$ cat src/core/pmsr_pkg.sv
// constants of the output-mux, slip-prevention and status register group
package pmsr_pkg;
   localparam int unsigned DATA_W = 24;
   localparam int unsigned ADDR_W = 6;

   localparam logic [5:0] ADDR_OUTPUT_PIN_CONTROL          = 6'h1B;
   localparam logic [5:0] ADDR_PHASE_DETECTOR_SLIP_CONTROL = 6'h1C;
   localparam logic [5:0] ADDR_RESERVED_A                  = 6'h1D;
   localparam logic [5:0] ADDR_THERMOMETER_CONTROL         = 6'h1E;
   localparam logic [5:0] ADDR_LOCK_SWEEP_STATUS           = 6'h1F;
   localparam logic [5:0] ADDR_RESERVED_B                  = 6'h20;
   localparam logic [5:0] ADDR_THERMOMETER_READING         = 6'h21;
   localparam logic [5:0] ADDR_RESERVED_C                  = 6'h22;

   // output pin control fields
   localparam int unsigned OPC_SEL_LSB    = 0;
   localparam int unsigned OPC_STATIC_LSB = 4;
   localparam int unsigned OPC_DRIVE_EN   = 7;
   localparam int unsigned OPC_DIS_LSB    = 8;
   localparam logic [10:0] OPC_RESET      = 11'h000;

   // slip control fields
   localparam int unsigned SLC_STEP_LSB  = 0;
   localparam int unsigned SLC_FORCE     = 4;
   localparam int unsigned SLC_RSTB      = 5;
   localparam logic [5:0]  SLC_RESET     = 6'h20;

   localparam int unsigned THC_ENABLE    = 0;
   localparam logic        THC_RESET     = 1'b0;

   // status fields
   localparam int unsigned STS_LOCK      = 0;
   localparam int unsigned STS_OVF_LSB   = 1;
   localparam int unsigned STS_SWEEP     = 5;

   localparam logic [23:0] RESERVED_A_VALUE = 24'h000000;
   localparam logic [23:0] RESERVED_B_VALUE = 24'h000020;
   localparam logic [23:0] RESERVED_C_VALUE = 24'h000000;
   localparam logic [6:0]  TEMP_CODE_RESET  = 7'h1F;

   // temperature code: floor((t+40)/17.5) evaluated as (t+40)*2/35 on whole degrees
   localparam logic signed [9:0] TEMP_OFFSET_C  = 10'sh028;
   localparam logic signed [7:0] TEMP_HIGH_C    = 8'sh53;
   localparam logic signed [7:0] TEMP_LOW_C     = -8'sh17;
   localparam logic [9:0]        TEMP_STEP_HALF = 10'h023;
   localparam logic [6:0]        TEMP_CODE_MAX  = 7'h07;
   localparam logic [6:0]        TEMP_CODE_MIN  = 7'h00;

   typedef enum logic [3:0]
   {
      SEL_STATIC    = 4'b0000,
      SEL_SWEEP     = 4'b1000,
      SEL_UNUSED    = 4'b1001,
      SEL_QUANTIZER = 4'b1010
   } pmsr_sel_t;
endpackage : pmsr_pkg

$ cat src/core/pmsr_sync.sv
// two-flop synchroniser for levels arriving from the analog and modulator side
`timescale 1ns/10ps
`default_nettype none
module pmsr_sync
#(
   parameter int unsigned WIDTH = 1
)
(
   input  wire logic             clk,
   input  wire logic             sys_rst,
   input  wire logic [WIDTH-1:0] async_in,
   output var  logic [WIDTH-1:0] sync_out
);
   logic [WIDTH-1:0] stage1;

   always_ff @(posedge clk or posedge sys_rst)
   begin
      if (sys_rst)
      begin
         stage1   <= '0;
         sync_out <= '0;
      end
      else
      begin
         stage1   <= async_in;
         sync_out <= stage1;
      end
   end
endmodule : pmsr_sync
`default_nettype wire

$ cat src/core/pmsr_regs.sv
// output pin mux, slip-prevention control, thermometer and status register group
`timescale 1ns/10ps
`default_nettype none
module pmsr_regs
(
   input  wire logic              clk,
   input  wire logic              sys_rst,
   input  wire logic [5:0]        reg_addr,
   input  wire logic [23:0]       reg_wdata,
   input  wire logic              reg_wr,
   input  wire logic              reg_rd,
   output var  logic [23:0]       reg_rdata,
   input  wire logic              therm_sample_strobe,
   input  wire logic              slip_global_enable,
   input  wire logic              slip_auto_reset_n,
   input  wire logic              lock_in,
   input  wire logic [2:0]        overflow_in,
   input  wire logic              sweep_busy_in,
   input  wire logic [2:0]        quantizer_in,
   input  wire logic signed [7:0] temperature_in,
   output var  logic              aux_output_pin_1,
   output var  logic              aux_output_pin_2,
   output var  logic              aux_output_pin_3,
   output var  logic              aux_output_pin_1_oe,
   output var  logic              aux_output_pin_2_oe,
   output var  logic              aux_output_pin_3_oe,
   output var  logic              pfd_reset_n,
   output var  logic              charge_pump_tristate,
   output var  logic [3:0]        slip_prevention_step,
   output var  logic              slip_prevention_enable,
   output var  logic              therm_enable
);
   // whole-degree evaluation of the temperature code
   function automatic logic [6:0] temp_code(input logic signed [7:0] t);
      logic signed [9:0] shifted;
      logic [9:0]        scaled;
      shifted = 10'(t) + pmsr_pkg::TEMP_OFFSET_C;
      scaled  = 10'(unsigned'(shifted) << 1);
      if (t >= pmsr_pkg::TEMP_HIGH_C)
         temp_code = pmsr_pkg::TEMP_CODE_MAX;
      else if (t <= pmsr_pkg::TEMP_LOW_C)
         temp_code = pmsr_pkg::TEMP_CODE_MIN;
      else
         temp_code = 7'(scaled / pmsr_pkg::TEMP_STEP_HALF);
   endfunction : temp_code

   logic [16:0]       sync_bus;
   logic              lock_s;
   logic [2:0]        overflow_s;
   logic              sweep_s;
   logic [2:0]        quant_s;
   logic signed [7:0] temp_s;
   logic              auto_rstn_s;

   // analog-side levels cross together; the temperature word is only sampled on a
   // software strobe long after it settles, so a plain synchroniser is enough
   pmsr_sync
   #(
      .WIDTH (17)
   )
   u_sync
   (
      .clk      (clk),
      .sys_rst  (sys_rst),
      .async_in ({lock_in, overflow_in, sweep_busy_in, quantizer_in, temperature_in, slip_auto_reset_n}),
      .sync_out (sync_bus)
   );

   assign lock_s      = sync_bus[16];
   assign overflow_s  = sync_bus[15:13];
   assign sweep_s     = sync_bus[12];
   assign quant_s     = sync_bus[11:9];
   assign temp_s      = signed'(sync_bus[8:1]);
   assign auto_rstn_s = sync_bus[0];

   logic [10:0] opc;
   logic [5:0]  slc;
   logic        thc;
   logic [6:0]  temp_reading;
   logic [23:0] status_word;
   logic [10:0] next_opc;
   logic [5:0]  next_slc;
   logic        next_thc;
   logic [6:0]  next_temp_reading;
   logic [23:0] next_rdata;

   logic [3:0]  sel;
   logic [2:0]  dis;
   logic        drive_en;

   assign sel      = opc[pmsr_pkg::OPC_SEL_LSB +: 4];
   assign dis      = opc[pmsr_pkg::OPC_DIS_LSB +: 3];
   assign drive_en = opc[pmsr_pkg::OPC_DRIVE_EN];

   always_comb
   begin
      status_word = '0;
      status_word[pmsr_pkg::STS_LOCK]         = lock_s;
      status_word[pmsr_pkg::STS_OVF_LSB +: 3] = overflow_s;
      status_word[pmsr_pkg::STS_SWEEP]        = sweep_s;
   end

   // register writes; read-only and reserved locations drop the data
   always_comb
   begin
      next_opc          = opc;
      next_slc          = slc;
      next_thc          = thc;
      next_temp_reading = temp_reading;
      if (reg_wr)
      begin
         unique case (reg_addr)
            pmsr_pkg::ADDR_OUTPUT_PIN_CONTROL:          next_opc = reg_wdata[10:0];
            pmsr_pkg::ADDR_PHASE_DETECTOR_SLIP_CONTROL: next_slc = reg_wdata[5:0];
            pmsr_pkg::ADDR_THERMOMETER_CONTROL:         next_thc = reg_wdata[pmsr_pkg::THC_ENABLE];
            default:                                    next_opc = opc;
         endcase
      end
      // the strobe only counts while the sensor is powered
      if (thc && therm_sample_strobe)
         next_temp_reading = temp_code(temp_s);
   end

   // read data are captured on the read strobe and held until the next one
   always_comb
   begin
      next_rdata = reg_rdata;
      if (reg_rd)
      begin
         unique case (reg_addr)
            pmsr_pkg::ADDR_OUTPUT_PIN_CONTROL:          next_rdata = {13'h0000, opc};
            pmsr_pkg::ADDR_PHASE_DETECTOR_SLIP_CONTROL: next_rdata = {18'h00000, slc};
            pmsr_pkg::ADDR_RESERVED_A:                  next_rdata = pmsr_pkg::RESERVED_A_VALUE;
            pmsr_pkg::ADDR_THERMOMETER_CONTROL:         next_rdata = {23'h000000, thc};
            pmsr_pkg::ADDR_LOCK_SWEEP_STATUS:           next_rdata = status_word;
            pmsr_pkg::ADDR_RESERVED_B:                  next_rdata = pmsr_pkg::RESERVED_B_VALUE;
            pmsr_pkg::ADDR_THERMOMETER_READING:         next_rdata = {17'h00000, temp_reading};
            pmsr_pkg::ADDR_RESERVED_C:                  next_rdata = pmsr_pkg::RESERVED_C_VALUE;
            default:                                    next_rdata = 24'h000000;
         endcase
      end
   end

   always_ff @(posedge clk or posedge sys_rst)
   begin
      if (sys_rst)
      begin
         opc          <= pmsr_pkg::OPC_RESET;
         slc          <= pmsr_pkg::SLC_RESET;
         thc          <= pmsr_pkg::THC_RESET;
         temp_reading <= pmsr_pkg::TEMP_CODE_RESET;
         reg_rdata    <= 24'h000000;
      end
      else
      begin
         opc          <= next_opc;
         slc          <= next_slc;
         thc          <= next_thc;
         temp_reading <= next_temp_reading;
         reg_rdata    <= next_rdata;
      end
   end

   // pin mux and pad enables
   logic [2:0] next_pins;
   logic [2:0] next_oe;

   always_comb
   begin
      unique case (sel)
         pmsr_pkg::SEL_STATIC:    next_pins = opc[pmsr_pkg::OPC_STATIC_LSB +: 3];
         pmsr_pkg::SEL_QUANTIZER: next_pins = quant_s;
         pmsr_pkg::SEL_SWEEP:     next_pins = {1'b0, sweep_s, 1'b0};
         // internal analog taps of the other selects do not reach this logic
         default:                 next_pins = 3'b000;
      endcase
      next_oe = drive_en ? ~dis : 3'b000;
   end

   // detector reset and slip prevention
   logic       next_pfd_reset_n;
   logic       next_slip_en;

   always_comb
   begin
      next_pfd_reset_n = slc[pmsr_pkg::SLC_FORCE] ? slc[pmsr_pkg::SLC_RSTB] : auto_rstn_s;
      next_slip_en     = slc[pmsr_pkg::SLC_RSTB] && slip_global_enable
                         && (slc[pmsr_pkg::SLC_STEP_LSB +: 4] != 4'h0);
   end

   always_ff @(posedge clk or posedge sys_rst)
   begin
      if (sys_rst)
      begin
         aux_output_pin_1       <= 1'b0;
         aux_output_pin_2       <= 1'b0;
         aux_output_pin_3       <= 1'b0;
         aux_output_pin_1_oe    <= 1'b0;
         aux_output_pin_2_oe    <= 1'b0;
         aux_output_pin_3_oe    <= 1'b0;
         pfd_reset_n            <= 1'b0;
         charge_pump_tristate   <= 1'b1;
         slip_prevention_step   <= 4'h0;
         slip_prevention_enable <= 1'b0;
         therm_enable           <= 1'b0;
      end
      else
      begin
         aux_output_pin_1       <= next_pins[0];
         aux_output_pin_2       <= next_pins[1];
         aux_output_pin_3       <= next_pins[2];
         aux_output_pin_1_oe    <= next_oe[0];
         aux_output_pin_2_oe    <= next_oe[1];
         aux_output_pin_3_oe    <= next_oe[2];
         pfd_reset_n            <= next_pfd_reset_n;
         charge_pump_tristate   <= ~next_pfd_reset_n;
         slip_prevention_step   <= slc[pmsr_pkg::SLC_STEP_LSB +: 4];
         slip_prevention_enable <= next_slip_en;
         therm_enable           <= thc;
      end
   end
endmodule : pmsr_regs
`default_nettype wire

$ cat config.mk
export PLATFORM = sky130hd
export DESIGN_NAME = pmsr_regs
export DESIGN_NICKNAME = d
export VERILOG_FILES = /design/src/core/pmsr_pkg.sv /design/src/core/pmsr_sync.sv /design/src/core/pmsr_regs.sv
export SDC_FILE = /design/constraint.sdc
export NUM_CORES = 1
export LEC_CHECK = 0
export ABC_AREA = 1
export BUFFER_PORTS_ARGS = -buffer_cell sky130_fd_sc_hd__buf_2
export CELL_PAD_IN_SITES_DETAIL_PLACEMENT = 0
export CELL_PAD_IN_SITES_GLOBAL_PLACEMENT = 1
export CORE_ASPECT_RATIO = 1.5
export CORE_MARGIN = 8
export CORE_UTILIZATION = 43
export DETAILED_ROUTE_END_ITERATION = 6
export PLACE_DENSITY_LB_ADDON = 0.15
export SKIP_CTS_REPAIR_TIMING = 1
export SYNTH_ARGS = -nofsm -noshare
export SYNTH_HDL_FRONTEND = slang
export SYNTH_SLANG_ARGS = --single-unit
$ cat constraint.sdc
create_clock -name clk -period 8.2 [get_ports clk]
set_input_delay 0.82 -clock clk [delete_from_list [all_inputs] [get_ports clk]]
set_output_delay 0.82 -clock clk [all_outputs]
set_load 0.05 [all_outputs]
==> impl_summary.md <==
Status
The run finished with clean final reports.

Setup path
In this run the worst path has a maximum fanout of 7. The element type at the critical path end is a register. STA puts the critical path data required time at 8.45 ns. The setup path with the least slack is of type reg2reg.

For this run, the slowest stage of the critical path takes roughly 0.46 ns. The cell type of the slowest stage on the worst timing path is dfrtp_1. STA classifies the critical path startpoint as a register. The arrival time at the worst endpoint is 3.88 ns. Among the stages of the critical path, the cell type that occurs most often is nand2_1.

Clock network
After clock tree synthesis, the clock-pin slew on the worst setup and hold paths is 0.05 ns. Clock tree synthesis inserted a total of 9 buffers. The number of clock sinks seen by CTS is 82. TritonCTS built the clock tree. The clock passes through at most 2 buffers.

The tree is rooted in a clkbuf_16. The H-tree depth reported by CTS is 3. The clock latency of the later-clocked register in the worst-skew pair is 0.33 ns.

Logic synthesis
The number of cells produced by synthesis is roughly 430. The post-synthesis area per instance is 8.89 um^2. The post-synthesis sequential area ratio is 0.544. The share of synthesized registers carrying an async set or reset is 1.00. The cell area after synthesis is 0.00379 mm^2. The number of different library cells in the post-synthesis netlist is 36. In this run, synthesis produced a sequential element count of 82. The Yosys step of the flow raised 0 warnings.

The count of flip-flops with a built-in enable after synthesis is 0. For this run, the leading register cell type out of synthesis is dfrtp_1.

Cells and area
The repair_antennas step left the layout with diodes totalling 0. Leaving out fill and tap cells, the most frequent cell in the layout is nand2_1. In the final design database the tool counted 554 nets. The signed area change from the synthesized netlist to the final layout is 18.3%.

In the layout the commonest cells are 108 x nand2_1, 75 x dfrtp_1, 64 x buf_2. Of the cells placed in the final design, the portion with a size suffix greater than 1 is 0.249.

Global route
The number of antenna violations at the first check in global routing came to 0. The first global-routing pass estimated about 14 mm of wire. The global route total overflow is 0.

The total routing usage reported by global routing is 0.149. The via count of the first global-routing pass came to ~2900. Entering global routing, the biggest net connects 83 pins.

Route
The detailed router's first-iteration violation count is around 130. The first detailed-routing pass took 4 iterations. The total via count after detailed routing is 2877. For this block, the routed nets add up to about 8.4 mm of wire. The average via count per standard cell is ~4.7. The wire length per cell is 13.7 um. The DRC violation count after routing is 0. The count of antenna-violating nets left after detailed routing is 0.

STA
Setup repair after global routing left no endpoint under its margin. The hold violation count in the final report came to 0. The share of the clock period used by the worst path is 0.442. For the pin with the worst max-slew slack, the measured transition is 0.981 ns. After layout, the minimum clock period comes to 3.63 ns. After routing, the total negative slack on setup checks comes to 0 ns. The clock arrives with 0.00205 ns of skew. The total setup violations reported at the end of the flow is 0. The final max-slew violation count came to 0.

The highest attainable clock frequency is 0.276 GHz. In this run the tightest slew margin relative to its limit is 0.346.

Power and ir drop
After layout, the design draws a total of 1.13 mW. In this run the power density over the cells is ~250 mW/mm^2. The leakage power total is 2.35 nW. The peak supply drop is around 0.16 mV.

Floorplanning
From left edge to right edge, the die measures a little over 90 um. The core area is between 0.008 and 0.009 mm^2. During I/O placement, the number of pins put on the boundary was a little over 90.

The die extent in y is 131 um. The number of standard-cell rows in the floorplan is between 40 and 50. The die footprint is approximately 0.012 mm^2.

The initial utilization of the core area, before any placement, comes to 0.434.

Min path
The path category of the worst min-delay check is reg2reg.

Placement
Port buffering added 64 buffers. Detailed placement ended at an HPWL of 6.58 mm. The global placer's final weighted congestion is 0.842.

Job
Across the run, the number of max-cap violations was 0.
metal layers:
layer | wire (um) | track usage | vias up
li1 | - | - | 1483
met1 | 3240 | 0.154 | 1337
met2 | 4710 | 0.276 | 46
met3 | 264 | 0.0337 | 11
met4 | 173 | 0.0743 | 0
met5 | 0 | 0 | -
critical path, delay by kind of cell, from the launching register on:
family          cells  cell delay, ns
fa+ha+maj           2            0.55
buf+inv             3            0.19
compound gates      2            0.18
simple gates       22            2.15
flops               1            0.46
state kept, by name, summed over array words and instances, names as in the netlist, 4 cells and up:
name / cells
u_sync.stage1: 17
temp_reading: 5
opc: 11
slc: 6
slip_prevention_step: 4
u_sync.sync_out: 17
reg_rdata: 11
path summary, 6_finish.rpt:
| kind | start | endpoint | slack (ns) | depth (start not counted) |
|---|---|---|---|---|
| min in group asynchronous | sys_rst | slip_prevention_step[1]$_DFF_PP0_ | 0.78 | 3 |
| setup / recovery | u_sync.sync_out[4]$_DFF_PP0_ | temp_reading[0]$_DFFE_PP1P_ | 4.57 | 29 |
| hold reg to reg | u_sync.stage1[12]$_DFF_PP0_ | u_sync.sync_out[12]$_DFF_PP0_ | 0.35 | 0 |
| max in group asynchronous | sys_rst | opc[2]$_DFFE_PP0P_ | 6.77 | 3 |
| setup reg to reg | u_sync.sync_out[4]$_DFF_PP0_ | temp_reading[0]$_DFFE_PP1P_ | 4.57 | 29 |
| hold / removal | u_sync.stage1[12]$_DFF_PP0_ | u_sync.sync_out[12]$_DFF_PP0_ | 0.35 | 0 |
cell families after synthesis:
| group | count (synthesis) | share of synthesized area |
|---|---|---|
| XOR/XNOR | 2 | 0.00462 |
| buffers and inverters | 77 | 0.0902 |
| other | 1 | 0.000990 |
| AND/OR/NAND/NOR | 205 | 0.255 |
| AO/OA/AOI/OAI | 53 | 0.0869 |
| multiplexers | 3 | 0.00892 |
| adder cells (fa/ha/maj) | 3 | 0.00991 |
| flip-flops | 82 | 0.544 |
final cells by class:
type	instances	area (um^2)
sequential	82	2060
fill	883	4240
inverter	60	226
tap	110	138
clock inverter	2	37.5
multi-input combinational	279	1430
clock buffer	14	254
timing repair buffer	66	335
cells in the mapped netlist, types with 4 or more instances:
master	count	area share
dfstp_2	7	0.049
nand2_2	12	0.020
nand2_4	6	0.018
nand4_1	6	0.0099
nand3_1	25	0.033
nor3_1	4	0.0053
a221oi_1	4	0.0092
nand3_2	6	0.016
o21ai_0	25	0.033
nand2_1	108	0.11
a21oi_1	6	0.0079
nor2_2	4	0.0066
nor2_1	28	0.028
buf_4	14	0.028
dfrtp_1	75	0.50
inv_1	57	0.056
report_power, final:
part | internal [mW] | total [mW] | switching, mW
Sequential | 0.456 | 0.482 | 0.0260
Clock | 0.244 | 0.387 | 0.143
Combinational | 0.0759 | 0.261 | 0.185
through the flow:
| stage | setup WS [ns] | area, um^2 | util | instances | hold slack [ns] |
|---|---|---|---|---|---|
| 2_1_floorplan | 5.11 | 3830 | - | 438 | 0.331 |
| 3_3_place_gp | 4.58 | 4190 | 0.480 | 597 | 0.332 |
| 3_5_place_dp | 4.56 | 4190 | 0.480 | 597 | 0.335 |
| 4_1_cts | 4.53 | 4480 | 0.514 | 613 | 0.347 |
| 5_1_grt | 4.10 | 4480 | 0.514 | 613 | 0.353 |
| 6_report | 4.57 | 4480 | 0.514 | 613 | 0.346 |
Power figures use the tool's default switching activity.
